### config.mk
export PLATFORM = sky130hd
export DESIGN_NAME = resolver_encoder_feedback
export DESIGN_NICKNAME = d
export VERILOG_FILES = /design/src/pkg/feedback_pkg.sv /design/src/logic/sine_rom.sv /design/src/logic/resolver_encoder_feedback.sv
export SDC_FILE = /design/constraint.sdc
export NUM_CORES = 2
export LEC_CHECK = 0
export BUFFER_PORTS_ARGS = -buffer_cell sky130_fd_sc_hd__buf_2
export CAP_MARGIN = 20
export CELL_PAD_IN_SITES_DETAIL_PLACEMENT = 1
export CELL_PAD_IN_SITES_GLOBAL_PLACEMENT = 2
export CORE_MARGIN = 2
export CORE_UTILIZATION = 39
export CTS_CLUSTER_SIZE = 20
export DETAILED_ROUTE_END_ITERATION = 6
export PLACE_DENSITY = 0.91
export SLEW_MARGIN = 20
export SYNTH_ARGS = -nofsm -noshare
export SYNTH_HDL_FRONTEND = slang
export SYNTH_SLANG_ARGS = --single-unit
### constraint.sdc
create_clock -name mclk -period 9.5 [get_ports mclk]
set_input_delay 0.475 -clock mclk [delete_from_list [all_inputs] [get_ports mclk]]
set_output_delay 0.475 -clock mclk [all_outputs]
set_load 0.02 [all_outputs]
### src/pkg/feedback_pkg.sv
// Constants and types for the resolver / encoder feedback block
package feedback_pkg;
  // --------------------------------------------------------------------
  // Register map (byte addresses)
  // --------------------------------------------------------------------
  localparam logic [7:0] ADDR_POLE = 8'h00;
  localparam logic [7:0] ADDR_RATIO = 8'h04;
  localparam logic [7:0] ADDR_LEVEL = 8'h08;
  localparam logic [7:0] ADDR_TONE = 8'h0c;
  localparam logic [7:0] ADDR_ANGLE = 8'h10;
  localparam logic [7:0] ADDR_MULTI = 8'h14;
  localparam logic [7:0] ADDR_ENCPOS = 8'h18;
  localparam logic [7:0] ADDR_CTRL = 8'h1c;
  localparam logic [7:0] ADDR_STATUS = 8'h20;
  localparam logic [7:0] ADDR_MASK = 8'h24;
  // --------------------------------------------------------------------
  // Reset values and limits
  // --------------------------------------------------------------------
  localparam logic [15:0] POLE_RESET = 16'h0002;
  localparam logic [15:0] POLE_MIN = 16'h0002;
  // Winding ratio in 1/256 units: 0.5, 0.22 and 1.34
  localparam logic [15:0] RATIO_RESET = 16'h0080;
  localparam logic [15:0] RATIO_MIN = 16'h0038;
  localparam logic [15:0] RATIO_MAX = 16'h0157;
  // Excitation level in 1/256 Vrms, limited to 10 Vrms
  localparam logic [15:0] LEVEL_MAX = 16'h0a00;
  localparam logic [15:0] TONE_RESET = 16'h0000;
  localparam logic [1:0] TONE_8K = 2'h0;
  localparam logic [1:0] TONE_4K = 2'h1;
  localparam logic [1:0] TONE_2K = 2'h2;
  // Tolerance allowed below the expected return vector length before a fault
  localparam logic [15:0] AMP_TOL = 16'h0400;
  // --------------------------------------------------------------------
  // Timing
  // --------------------------------------------------------------------
  localparam int CLK_HZ = 25000000;
  localparam int TONE_HZ = 8000;
  localparam int PHASE_STEPS = 64;
  localparam int STEP_CYC = CLK_HZ / (TONE_HZ * PHASE_STEPS);
  localparam logic [7:0] STEP_CYC_W = 8'(STEP_CYC);
  // --------------------------------------------------------------------
  // Status bits
  // --------------------------------------------------------------------
  localparam int ST_FAULT = 0;
  localparam int ST_WRAP = 1;
  localparam int ST_SAMPLE = 2;
  localparam int ST_W = 3;
  typedef enum logic [2:0] {
    S_IDLE = 3'b001,
    S_CORDIC = 3'b010,
    S_DONE = 3'b100
  } atan_state_t;
endpackage : feedback_pkg

### src/logic/sine_rom.sv
// Registered quarter-wave sine table for the excitation tone
`timescale 1ns/1ns
module sine_rom #(
  parameter int AW = 6
) (
  input wire logic mclk,            // Clock
  input wire logic [AW-1:0] addr,   // Phase step
  output logic signed [11:0] rdata  // Registered sample
);
  logic signed [11:0] quarter;
  logic [AW-3:0] idx;
  // Second and fourth quarters read the table backwards
  always_comb begin
    idx = addr[AW-2] ? 4'(5'h10 - {1'b0, addr[AW-3:0]}) : addr[AW-3:0];
    case (idx)
      4'h0: quarter = addr[AW-2] ? 12'sh7ff : 12'sh000;
      4'h1: quarter = 12'sh0c8;
      4'h2: quarter = 12'sh18f;
      4'h3: quarter = 12'sh252;
      4'h4: quarter = 12'sh30f;
      4'h5: quarter = 12'sh3c5;
      4'h6: quarter = 12'sh471;
      4'h7: quarter = 12'sh513;
      4'h8: quarter = 12'sh5a8;
      4'h9: quarter = 12'sh62f;
      4'ha: quarter = 12'sh6a6;
      4'hb: quarter = 12'sh70e;
      4'hc: quarter = 12'sh764;
      4'hd: quarter = 12'sh7a8;
      4'he: quarter = 12'sh7d9;
      4'hf: quarter = 12'sh7f6;
      default: quarter = 12'sh000;
    endcase
  end
  always_ff @(posedge mclk) begin
    rdata <= addr[AW-1] ? -quarter : quarter;
  end
endmodule : sine_rom

### src/logic/resolver_encoder_feedback.sv
// Resolver excitation, angle, multi-turn and quadrature encoder logic
`timescale 1ns/1ns
// Functional notes
// - The electrical angle is 16 bits and wraps at 65536 per cycle.
// - Angle wraps are counted into a signed 32-bit multi-turn position.
// - Tone select 0, 1, 2 gives 8, 4, 2 kHz excitation.
// - Pole setting is twice the pole pairs, at least and by default 2.
// - A sine excitation is driven and the angle is the arctangent.
// - 8 kHz is the tone used when nothing else is selected.
// - A return amplitude too far below ratio times level, or a ratio out of range, raises a fault.
// - Excitation level follows each ratio write and is limited to 10 Vrms.
// - Every edge of both quadrature channels moves the count, except A and B edges in the same cycle.
// - Channel B leading channel A is counter-clockwise.
// - Analogue encoder levels interpolate between quadrature counts.
// - Normally A leading B counts positive (clockwise).
module resolver_encoder_feedback (
  input wire logic mclk,                  // 25 MHz clock
  input wire logic rst_n,                 // Synchronous reset
  input wire logic [7:0] s_axi_awaddr,    // Write address
  input wire logic s_axi_awvalid,         // Write address valid
  output logic s_axi_awready,             // Write address ready
  input wire logic [31:0] s_axi_wdata,    // Write data
  input wire logic [3:0] s_axi_wstrb,     // Write strobes
  input wire logic s_axi_wvalid,          // Write data valid
  output logic s_axi_wready,              // Write data ready
  output logic [1:0] s_axi_bresp,         // Write response
  output logic s_axi_bvalid,              // Write response valid
  input wire logic s_axi_bready,          // Write response ready
  input wire logic [7:0] s_axi_araddr,    // Read address
  input wire logic s_axi_arvalid,         // Read address valid
  output logic s_axi_arready,             // Read address ready
  output logic [31:0] s_axi_rdata,        // Read data
  output logic [1:0] s_axi_rresp,         // Read response
  output logic s_axi_rvalid,              // Read data valid
  input wire logic s_axi_rready,          // Read data ready
  output logic signed [11:0] excitationOutputPair, // Excitation sample
  input wire logic signed [11:0] sineInputPair,    // Sine return sample
  input wire logic signed [11:0] cosineInputPair,  // Cosine return sample
  input wire logic encA,                  // Quadrature channel A pin
  input wire logic encB,                  // Quadrature channel B pin
  input wire logic signed [11:0] encSin,  // Analogue encoder sine
  input wire logic signed [11:0] encCos,  // Analogue encoder cosine
  output logic irq                        // Interrupt level
);
  import feedback_pkg::*;

  // ------------------------------------------------------------------
  // Registers
  // ------------------------------------------------------------------
  logic [15:0] pole_reg, pole_next, ratio_reg, ratio_next;
  logic [15:0] level_reg, level_next, tone_reg, tone_next;
  logic [1:0] ctrl_reg, ctrl_next;
  logic [ST_W-1:0] status_reg, status_next, mask_reg, mask_next;
  logic [15:0] angle_reg, angle_next;
  logic signed [31:0] multi_reg, multi_next, encCnt_reg, encCnt_next;
  logic [9:0] interp_reg, interp_next;
  logic awHeld_reg, awHeld_next, wHeld_reg, wHeld_next;
  logic [7:0] awAddr_reg, awAddr_next;
  logic [31:0] wData_reg, wData_next;
  logic [3:0] wStrb_reg, wStrb_next;
  logic bvalid_reg, bvalid_next, rvalid_reg, rvalid_next;
  logic [1:0] bresp_reg, bresp_next, rresp_reg, rresp_next;
  logic [31:0] rdata_reg, rdata_next;
  logic irq_reg, irq_next;
  logic faultEv, wrapEv, sampleEv;

  // 16-bit fields of a write, honouring byte strobes
  function automatic logic [15:0] merge16(input logic [15:0] old,
      input logic [31:0] d, input logic [3:0] s);
    merge16 = {s[1] ? d[15:8] : old[15:8], s[0] ? d[7:0] : old[7:0]};
  endfunction : merge16

  // ------------------------------------------------------------------
  // AXI4-Lite slave
  // ------------------------------------------------------------------
  logic doWrite, doRead, wrOk, rdOk;
  logic [15:0] wv;
  always_comb begin
    awHeld_next = awHeld_reg;
    wHeld_next = wHeld_reg;
    awAddr_next = awAddr_reg;
    wData_next = wData_reg;
    wStrb_next = wStrb_reg;
    bvalid_next = bvalid_reg;
    bresp_next = bresp_reg;
    rvalid_next = rvalid_reg;
    rresp_next = rresp_reg;
    rdata_next = rdata_reg;
    pole_next = pole_reg;
    ratio_next = ratio_reg;
    level_next = level_reg;
    tone_next = tone_reg;
    ctrl_next = ctrl_reg;
    mask_next = mask_reg;
    wrOk = 1'b1;
    rdOk = 1'b1;
    wv = 16'h0000;
    if (s_axi_awvalid && !awHeld_reg) begin
      awHeld_next = 1'b1;
      awAddr_next = s_axi_awaddr;
    end
    if (s_axi_wvalid && !wHeld_reg) begin
      wHeld_next = 1'b1;
      wData_next = s_axi_wdata;
      wStrb_next = s_axi_wstrb;
    end
    doWrite = awHeld_reg && wHeld_reg && !bvalid_reg;
    if (doWrite) begin
      awHeld_next = 1'b0;
      wHeld_next = 1'b0;
      bvalid_next = 1'b1;
      case (awAddr_reg)
        ADDR_POLE: begin
          wv = merge16(pole_reg, wData_reg, wStrb_reg);
          pole_next = (wv < POLE_MIN) ? POLE_MIN : wv;
        end
        ADDR_RATIO: begin
          ratio_next = merge16(ratio_reg, wData_reg, wStrb_reg);
          wv = 16'(({16'h0000, ratio_next} * 32'd20) >> 2);
          level_next = (wv > LEVEL_MAX) ? LEVEL_MAX : wv;
        end
        ADDR_LEVEL: begin
          wv = merge16(level_reg, wData_reg, wStrb_reg);
          level_next = (wv > LEVEL_MAX) ? LEVEL_MAX : wv;
        end
        ADDR_TONE: begin
          wv = merge16(tone_reg, wData_reg, wStrb_reg);
          tone_next = (wv > 16'(TONE_2K)) ? tone_reg : wv;
        end
        ADDR_CTRL: if (wStrb_reg[0]) ctrl_next = wData_reg[1:0];
        ADDR_MASK: if (wStrb_reg[0]) mask_next = wData_reg[ST_W-1:0];
        default: wrOk = 1'b0;
      endcase
      bresp_next = wrOk ? 2'h0 : 2'h2;
    end else if (bvalid_reg && s_axi_bready) begin
      bvalid_next = 1'b0;
    end
    doRead = s_axi_arvalid && !rvalid_reg;
    if (doRead) begin
      rvalid_next = 1'b1;
      case (s_axi_araddr)
        ADDR_POLE: rdata_next = {16'h0000, pole_reg};
        ADDR_RATIO: rdata_next = {16'h0000, ratio_reg};
        ADDR_LEVEL: rdata_next = {16'h0000, level_reg};
        ADDR_TONE: rdata_next = {16'h0000, tone_reg};
        ADDR_ANGLE: rdata_next = {16'h0000, angle_reg};
        ADDR_MULTI: rdata_next = multi_reg;
        ADDR_ENCPOS: rdata_next = encCnt_reg;
        ADDR_CTRL: rdata_next = {20'h0, interp_reg, ctrl_reg};
        ADDR_STATUS: rdata_next = {29'h0, status_reg};
        ADDR_MASK: rdata_next = {29'h0, mask_reg};
        default: begin
          rdata_next = 32'h0;
          rdOk = 1'b0;
        end
      endcase
      rresp_next = rdOk ? 2'h0 : 2'h2;
    end else if (rvalid_reg && s_axi_rready) begin
      rvalid_next = 1'b0;
    end
  end

  // ------------------------------------------------------------------
  // Excitation tone
  // ------------------------------------------------------------------
  logic [7:0] div_reg, div_next;
  logic [7:0] phase_reg, phase_next;
  logic stepEn;
  logic signed [11:0] romOut;
  always_comb begin
    stepEn = (div_reg == STEP_CYC_W - 8'h01);
    div_next = stepEn ? 8'h00 : div_reg + 8'h01;
    phase_next = phase_reg;
    if (stepEn) begin
      case (tone_reg[1:0])
        TONE_4K: phase_next = phase_reg + 8'h01;
        TONE_2K: phase_next = phase_reg + 8'h01;
        default: phase_next = phase_reg + 8'h02;
      endcase
    end
  end
  // 8 kHz steps the phase twice as fast; 2 kHz uses the slower divider bit
  logic [5:0] romAddr;
  assign romAddr = (tone_reg[1:0] == TONE_2K) ? phase_reg[7:2] :
                   phase_reg[6:1];
  sine_rom #(.AW(6)) u_rom (
    .mclk(mclk),
    .addr(romAddr),
    .rdata(romOut)
  );
  logic signed [11:0] excit_reg, excit_next;
  always_comb begin
    excit_next = 12'(({{12{romOut[11]}}, romOut} *
                      $signed({12'h0, level_reg[11:0]})) >>> 12);
  end

  // ------------------------------------------------------------------
  // Demodulation and CORDIC arctangent
  // ------------------------------------------------------------------
  logic peak;
  assign peak = stepEn && (romAddr == 6'h10);
  atan_state_t st_reg, st_next;
  logic signed [17:0] cx_reg, cx_next, cy_reg, cy_next;
  logic [15:0] cz_reg, cz_next;
  logic [3:0] it_reg, it_next;
  logic [15:0] amp;
  function automatic logic [15:0] atanTab(input logic [3:0] i);
    case (i)
      4'h0: atanTab = 16'h2000;
      4'h1: atanTab = 16'h12e4;
      4'h2: atanTab = 16'h09fb;
      4'h3: atanTab = 16'h0511;
      4'h4: atanTab = 16'h028b;
      4'h5: atanTab = 16'h0146;
      4'h6: atanTab = 16'h00a3;
      4'h7: atanTab = 16'h0051;
      4'h8: atanTab = 16'h0029;
      4'h9: atanTab = 16'h0014;
      4'ha: atanTab = 16'h000a;
      4'hb: atanTab = 16'h0005;
      4'hc: atanTab = 16'h0003;
      default: atanTab = 16'h0001;
    endcase
  endfunction : atanTab
  always_comb begin
    st_next = st_reg;
    cx_next = cx_reg;
    cy_next = cy_reg;
    cz_next = cz_reg;
    it_next = it_reg;
    angle_next = angle_reg;
    multi_next = multi_reg;
    sampleEv = 1'b0;
    wrapEv = 1'b0;
    faultEv = 1'b0;
    amp = 16'h0;
    case (st_reg)
      S_IDLE: if (peak) begin
        // Pre-rotate into the right half plane
        if (cosineInputPair < 0) begin
          cx_next = -18'(cosineInputPair);
          cy_next = -18'(sineInputPair);
          cz_next = 16'h8000;
        end else begin
          cx_next = 18'(cosineInputPair);
          cy_next = 18'(sineInputPair);
          cz_next = 16'h0000;
        end
        it_next = 4'h0;
        st_next = S_CORDIC;
      end
      S_CORDIC: begin
        if (cy_reg < 0) begin
          cx_next = cx_reg - (cy_reg >>> it_reg);
          cy_next = cy_reg + (cx_reg >>> it_reg);
          cz_next = cz_reg - atanTab(it_reg);
        end else begin
          cx_next = cx_reg + (cy_reg >>> it_reg);
          cy_next = cy_reg - (cx_reg >>> it_reg);
          cz_next = cz_reg + atanTab(it_reg);
        end
        it_next = it_reg + 4'h1;
        if (it_reg == 4'hd) st_next = S_DONE;
      end
      S_DONE: begin
        angle_next = cz_reg;
        multi_next = {multi_reg[31:16], cz_reg};
        sampleEv = 1'b1;
        // Wrap when the angle crosses between the last and the first quarter of a cycle
        if (angle_reg[15:14] == 2'b11 && cz_reg[15:14] == 2'b00) begin
          multi_next = {multi_reg[31:16] + 16'h0001, cz_reg};
          wrapEv = 1'b1;
        end else if (angle_reg[15:14] == 2'b00 && cz_reg[15:14] == 2'b11)
        begin
          multi_next = {multi_reg[31:16] - 16'h0001, cz_reg};
          wrapEv = 1'b1;
        end
        // Vector length (gain 1.647) against ratio times level
        amp = 16'(({14'h0, cx_reg} * 32'd159) >> 8);
        if (amp + AMP_TOL < 16'(({16'h0, ratio_reg} * {16'h0, level_reg})
            >> 12) || ratio_reg < RATIO_MIN || ratio_reg > RATIO_MAX)
          faultEv = 1'b1;
        st_next = S_IDLE;
      end
      default: st_next = S_IDLE;
    endcase
  end

  // ------------------------------------------------------------------
  // Quadrature counter with interpolation
  // ------------------------------------------------------------------
  logic [1:0] aSync_reg, bSync_reg, aSync_next, bSync_next;
  logic aOld_reg, bOld_reg;
  logic up, dn;
  always_comb begin
    aSync_next = {aSync_reg[0], encA};
    bSync_next = {bSync_reg[0], encB};
    // A leads B: A toggles to differ from B, counted positive
    up = (aSync_reg[1] != aOld_reg && aSync_reg[1] != bSync_reg[1]) ||
         (bSync_reg[1] != bOld_reg && bSync_reg[1] == aSync_reg[1]);
    dn = (aSync_reg[1] != aOld_reg && aSync_reg[1] == bSync_reg[1]) ||
         (bSync_reg[1] != bOld_reg && bSync_reg[1] != aSync_reg[1]);
    if (ctrl_reg[0]) begin // reversed: B leading A counts positive
      {up, dn} = {dn, up};
    end
    encCnt_next = encCnt_reg;
    if (up && !dn) encCnt_next = encCnt_reg + 32'sd1;
    else if (dn && !up) encCnt_next = encCnt_reg - 32'sd1;
    // Fraction within a count from the analogue octant
    interp_next = ctrl_reg[1] ? 10'({encSin[11] ^ encCos[11],
        (encSin[11] ? -encSin[10:2] : encSin[10:2])}) : 10'h0;
    status_next = status_reg | {sampleEv, wrapEv, faultEv};
    if (doRead && s_axi_araddr == ADDR_STATUS)
      status_next = {sampleEv, wrapEv, faultEv};
    irq_next = |(status_next & mask_reg);
  end

  // ------------------------------------------------------------------
  // State registers
  // ------------------------------------------------------------------
  always_ff @(posedge mclk) begin
    if (!rst_n) begin
      pole_reg <= POLE_RESET;
      ratio_reg <= RATIO_RESET;
      level_reg <= 16'h0000;
      tone_reg <= TONE_RESET;
      ctrl_reg <= 2'h0;
      mask_reg <= '0;
      status_reg <= '0;
      angle_reg <= 16'h0000;
      multi_reg <= 32'sd0;
      encCnt_reg <= 32'sd0;
      interp_reg <= 10'h0;
      awHeld_reg <= 1'b0;
      wHeld_reg <= 1'b0;
      awAddr_reg <= 8'h0;
      wData_reg <= 32'h0;
      wStrb_reg <= 4'h0;
      bvalid_reg <= 1'b0;
      bresp_reg <= 2'h0;
      rvalid_reg <= 1'b0;
      rresp_reg <= 2'h0;
      rdata_reg <= 32'h0;
      irq_reg <= 1'b0;
      div_reg <= 8'h0;
      phase_reg <= 8'h0;
      excit_reg <= 12'sh0;
      st_reg <= S_IDLE;
      cx_reg <= 18'sh0;
      cy_reg <= 18'sh0;
      cz_reg <= 16'h0;
      it_reg <= 4'h0;
      aSync_reg <= 2'h0;
      bSync_reg <= 2'h0;
      aOld_reg <= 1'b0;
      bOld_reg <= 1'b0;
    end else begin
      pole_reg <= pole_next;
      ratio_reg <= ratio_next;
      level_reg <= level_next;
      tone_reg <= tone_next;
      ctrl_reg <= ctrl_next;
      mask_reg <= mask_next;
      status_reg <= status_next;
      angle_reg <= angle_next;
      multi_reg <= multi_next;
      encCnt_reg <= encCnt_next;
      interp_reg <= interp_next;
      awHeld_reg <= awHeld_next;
      wHeld_reg <= wHeld_next;
      awAddr_reg <= awAddr_next;
      wData_reg <= wData_next;
      wStrb_reg <= wStrb_next;
      bvalid_reg <= bvalid_next;
      bresp_reg <= bresp_next;
      rvalid_reg <= rvalid_next;
      rresp_reg <= rresp_next;
      rdata_reg <= rdata_next;
      irq_reg <= irq_next;
      div_reg <= div_next;
      phase_reg <= phase_next;
      excit_reg <= excit_next;
      st_reg <= st_next;
      cx_reg <= cx_next;
      cy_reg <= cy_next;
      cz_reg <= cz_next;
      it_reg <= it_next;
      aSync_reg <= aSync_next;
      bSync_reg <= bSync_next;
      aOld_reg <= aSync_reg[1];
      bOld_reg <= bSync_reg[1];
    end
  end

  assign s_axi_awready = !awHeld_reg;
  assign s_axi_wready = !wHeld_reg;
  assign s_axi_bvalid = bvalid_reg;
  assign s_axi_bresp = bresp_reg;
  assign s_axi_arready = !rvalid_reg;
  assign s_axi_rvalid = rvalid_reg;
  assign s_axi_rresp = rresp_reg;
  assign s_axi_rdata = rdata_reg;
  assign excitationOutputPair = excit_reg;
  assign irq = irq_reg;
endmodule : resolver_encoder_feedback

==> metrics.txt <==
run status finished clean; cell taking the most area after synthesis fa_1; CP required about 10 ns; Die W ~310 µm; CP Class reg -> reg; Compound-Gate Fraction of Synth Area 0.1494; Int Pwr approximately 2.8 mW; max_slew headroom 0.2622; Max-Cap Viols 0; H-tree levels 2; worst-skew pair later-pin latency ~0.63 ns; Comb power frac 0.235; Setup TNS Final 0 ns; Pleak around 18 nW; WL met3 between 6 and 7 mm; Seq/Total Area, Yosys 0.1799; post_cts resized 0; clock tree sinks 330; CTS max path bufs 3; GRT overflow 0; syn avg cell area 8.287 µm²; CP top delay family adder cells; Crit Path Max Fanout 13; worst ir drop on vdd between 100 and 150 µV; period utilization 0.8920; Crit. End Element flip-flop; Avg WL per Cell a little under 20 µm; top post-synthesis cells by area fa_1 19%, dfxtp_1 18%, ha_1 12%; Mapped Area 36730 µm²; CP max-delay cell dfxtp_1; fillers roughly 11000; Clk pwr share 0.401; GRT Total Usage 0.2279; DRC errors left 0; metal1 wirelength about 50 mm; net switching power roughly 1.3 mW; multi-input logic area about 27000 µm²; wire length of the first global-routing pass 178.8 mm; CTS Hold Bufs 0; largest net degree at the start of global routing 124; Die Height 310.9 µm; max-slew violations 0; CTS tree done; Warnings, synthesis 0; largest family of logic cells by synthesized area adder cells; CTS Root Cell clkbuf_16; TritonRoute pass-1 iters 6; RSZ-0062 raised after global routing false; final hold viol count 0; clk slew on worst S/H paths roughly 0.060 ns; EDFF count, synth 0; CP dominant cell by count fa_1; routed wl met2 a little over 50 mm; Reg power frac 0.364; cts bufs inserted between 40 and 50; sw frac 0.3186; simple-gate share of the synthesized area 0.1757; antenna violations before repair 4; Port Buffers about 130; vias in the first global route roughly 33000; 1st-iter DRT viols ~1800; Core Region 93330 µm²; die area approximately 97000 µm²; register area 6609 µm²; Post-Syn Instances around 4400; HPWL after detailed placement 83.18 mm; final setup fails 0; Placer Congestion 0.8693; Site Rows approximately 110; Yosys cell types 88; nets around 5300; # IOs 163; area grow syn2layout 8.745%; Worst-Margin Slew between 1 and 1.5 ns; Final Power 4.180 mW; FF+latch count, synth 330; post-synthesis xor/xnor area fraction 0.05362; ys async rst share 0; drt total wl approximately 110 mm; CP startpoint kind flip-flop; layout cell share with drive strength beyond 1 0.07749; mux cell area share after synthesis 0.04974; Top Metal Used met4; total number of vias 31280; Routed Antenna Nets 0; Layout Skew ~0.041 ns; Hold Path Class in -> reg; Max Freq 118.0 MHz; adder-cell share of the synthesized area 0.3131; Worst EP arrival 9.03 ns; starting density of the core 0.3935; PwrDens 104.7 nW/µm²; WP buf/inv 6; vias per inst approximately 5.5; min Tclk post-route ~8.5 ns; Yosys top cell area share 0.1930; Most used DFF post-synth dfxtp_1; post-CTS setup buffers 0; CP peak stage delay between 0.8 and 0.9 ns
-- per-layer routing --
layer | GRT usage | vias to the layer above
li1 | - | 14780
met1 | 0.3106 | 15700
met2 | 0.3761 | 685
met3 | 0.03892 | 124
met4 | 0.05358 | 0
met5 | 0 | -
-- layout make-up --
type	count	area share
clock buffer	54	0.02848
sequential	330	0.1655
antenna	1	0.00006265
inverter	529	0.04990
tap	1254	0.03928
multi-input combinational	3345	0.6832
timing repair buffer	187	0.02707
clock inverter	20	0.006485
-- cells by family after synthesis --
family / Yosys count
buffers and inverters: 758
xor gates and xnor gates: 224
adders and majority gates: 707
and+or+nand+nor: 1413
muxes: 135
other: 1
DFF: 330
AOI/OAI and AO/OA: 864
-- power by group through the flow --
stage          clock network [mW]  registers, mW  logic [mW]
2_1_floorplan                   0           1.52       0.773
4_1_cts                      1.72           1.52       0.984
6_report                     1.68           1.52       0.981
3_5_place_dp                    0           1.55       0.972
5_1_grt                      1.76           1.53        1.11
3_3_place_gp                    0           1.55       0.950
-- stage by stage --
stage / setup slack (ns) / cells / hold slack (ns) / util / cell area [µm²]
floorplan: 2.310 / 4433 / 0.4119 / - / 36730
global placement: 1.270 / 5645 / 0.4294 / 0.4128 / 38530
detailed placement: 0.9785 / 5645 / 0.4305 / 0.4128 / 38530
CTS: 0.9569 / 5719 / 0.01546 / 0.4278 / 39930
global route: 0.4219 / 5719 / 0.04936 / 0.4279 / 39940
finish: 1.026 / 5720 / 0.05121 / 0.4279 / 39940
-- cells in the final DEF, fill, tap and decap left out, types with 17 or more instances in the layout --
cell / synthesis / final
mux4_2: 34 / 34
xnor2_1: 130 / 130
a31oi_1: 31 / 31
fa_1: 354 / 354
o21a_1: 26 / 26
a21o_1: 62 / 62
o31ai_1: 18 / 18
xor2_1: 93 / 93
buf_4: 2 / 58
a22oi_1: 49 / 49
dfxtp_1: 330 / 328
nand2b_1: 27 / 27
and2_1: 151 / 151
nand3_1: 52 / 52
mux2i_1: 85 / 85
a21oi_1: 307 / 307
nor3_1: 59 / 59
inv_1: 521 / 520
o21bai_1: 25 / 25
ha_1: 352 / 351
o211ai_1: 30 / 30
nand2_1: 506 / 505
a211oi_1: 37 / 37
nor2b_1: 44 / 42
a221oi_1: 22 / 22
clkbuf_16: 0 / 43
o21ai_0: 142 / 141
and3_1: 22 / 22
buf_2: 10 / 129
nor2_1: 441 / 437
or3_1: 24 / 24
nor4_1: 17 / 17
-- path summary, 6_finish.rpt --
check                            startpoint                        end  slack (ns)  depth (start not counted)
hold reg to reg     bSync_reg[0]$_SDFF_PN0_    bSync_reg[1]$_SDFF_PN0_        0.44                          1
setup reg to reg  ratio_reg[3]$_SDFFE_PN0P_             irq$_SDFF_PN0_        1.03                         32
hold / removal                 s_axi_rready  s_axi_rvalid$_SDFFE_PN0P_        0.05                          2
setup / recovery  ratio_reg[3]$_SDFFE_PN0P_             irq$_SDFF_PN0_        1.03                         32
-- synth_stat cells (7+ instances only) --
| master | instances |
|---|---|
| fa_1 | 354 |
| a221oi_1 | 22 |
| ha_1 | 352 |
| clkbuf_1 | 201 |
| a31oi_1 | 31 |
| nand2_1 | 506 |
| and3_1 | 22 |
| or4_1 | 8 |
| or3_1 | 24 |
| and2_1 | 151 |
| a211oi_1 | 37 |
| nor4_1 | 17 |
| xnor2_1 | 130 |
| a22oi_1 | 49 |
| dfxtp_1 | 330 |
| mux2i_1 | 85 |
| nand3_1 | 52 |
| o22ai_1 | 13 |
| or2_2 | 11 |
| a311oi_1 | 7 |
| o21a_1 | 26 |
| nand2b_1 | 27 |
| buf_1 | 14 |
| o21ai_0 | 142 |
| nor2b_1 | 44 |
| o21bai_1 | 25 |
| a21o_1 | 62 |
| mux2_2 | 14 |
| xor2_1 | 93 |
| a21boi_0 | 7 |
| buf_2 | 10 |
| o32ai_1 | 8 |
| inv_1 | 521 |
| a21oi_1 | 307 |
| nor2_1 | 441 |
| o211ai_1 | 30 |
| mux4_2 | 34 |
| nand4_1 | 14 |
| nor3_1 | 59 |
| o31ai_1 | 18 |
(Power assumes the default switching activity.)
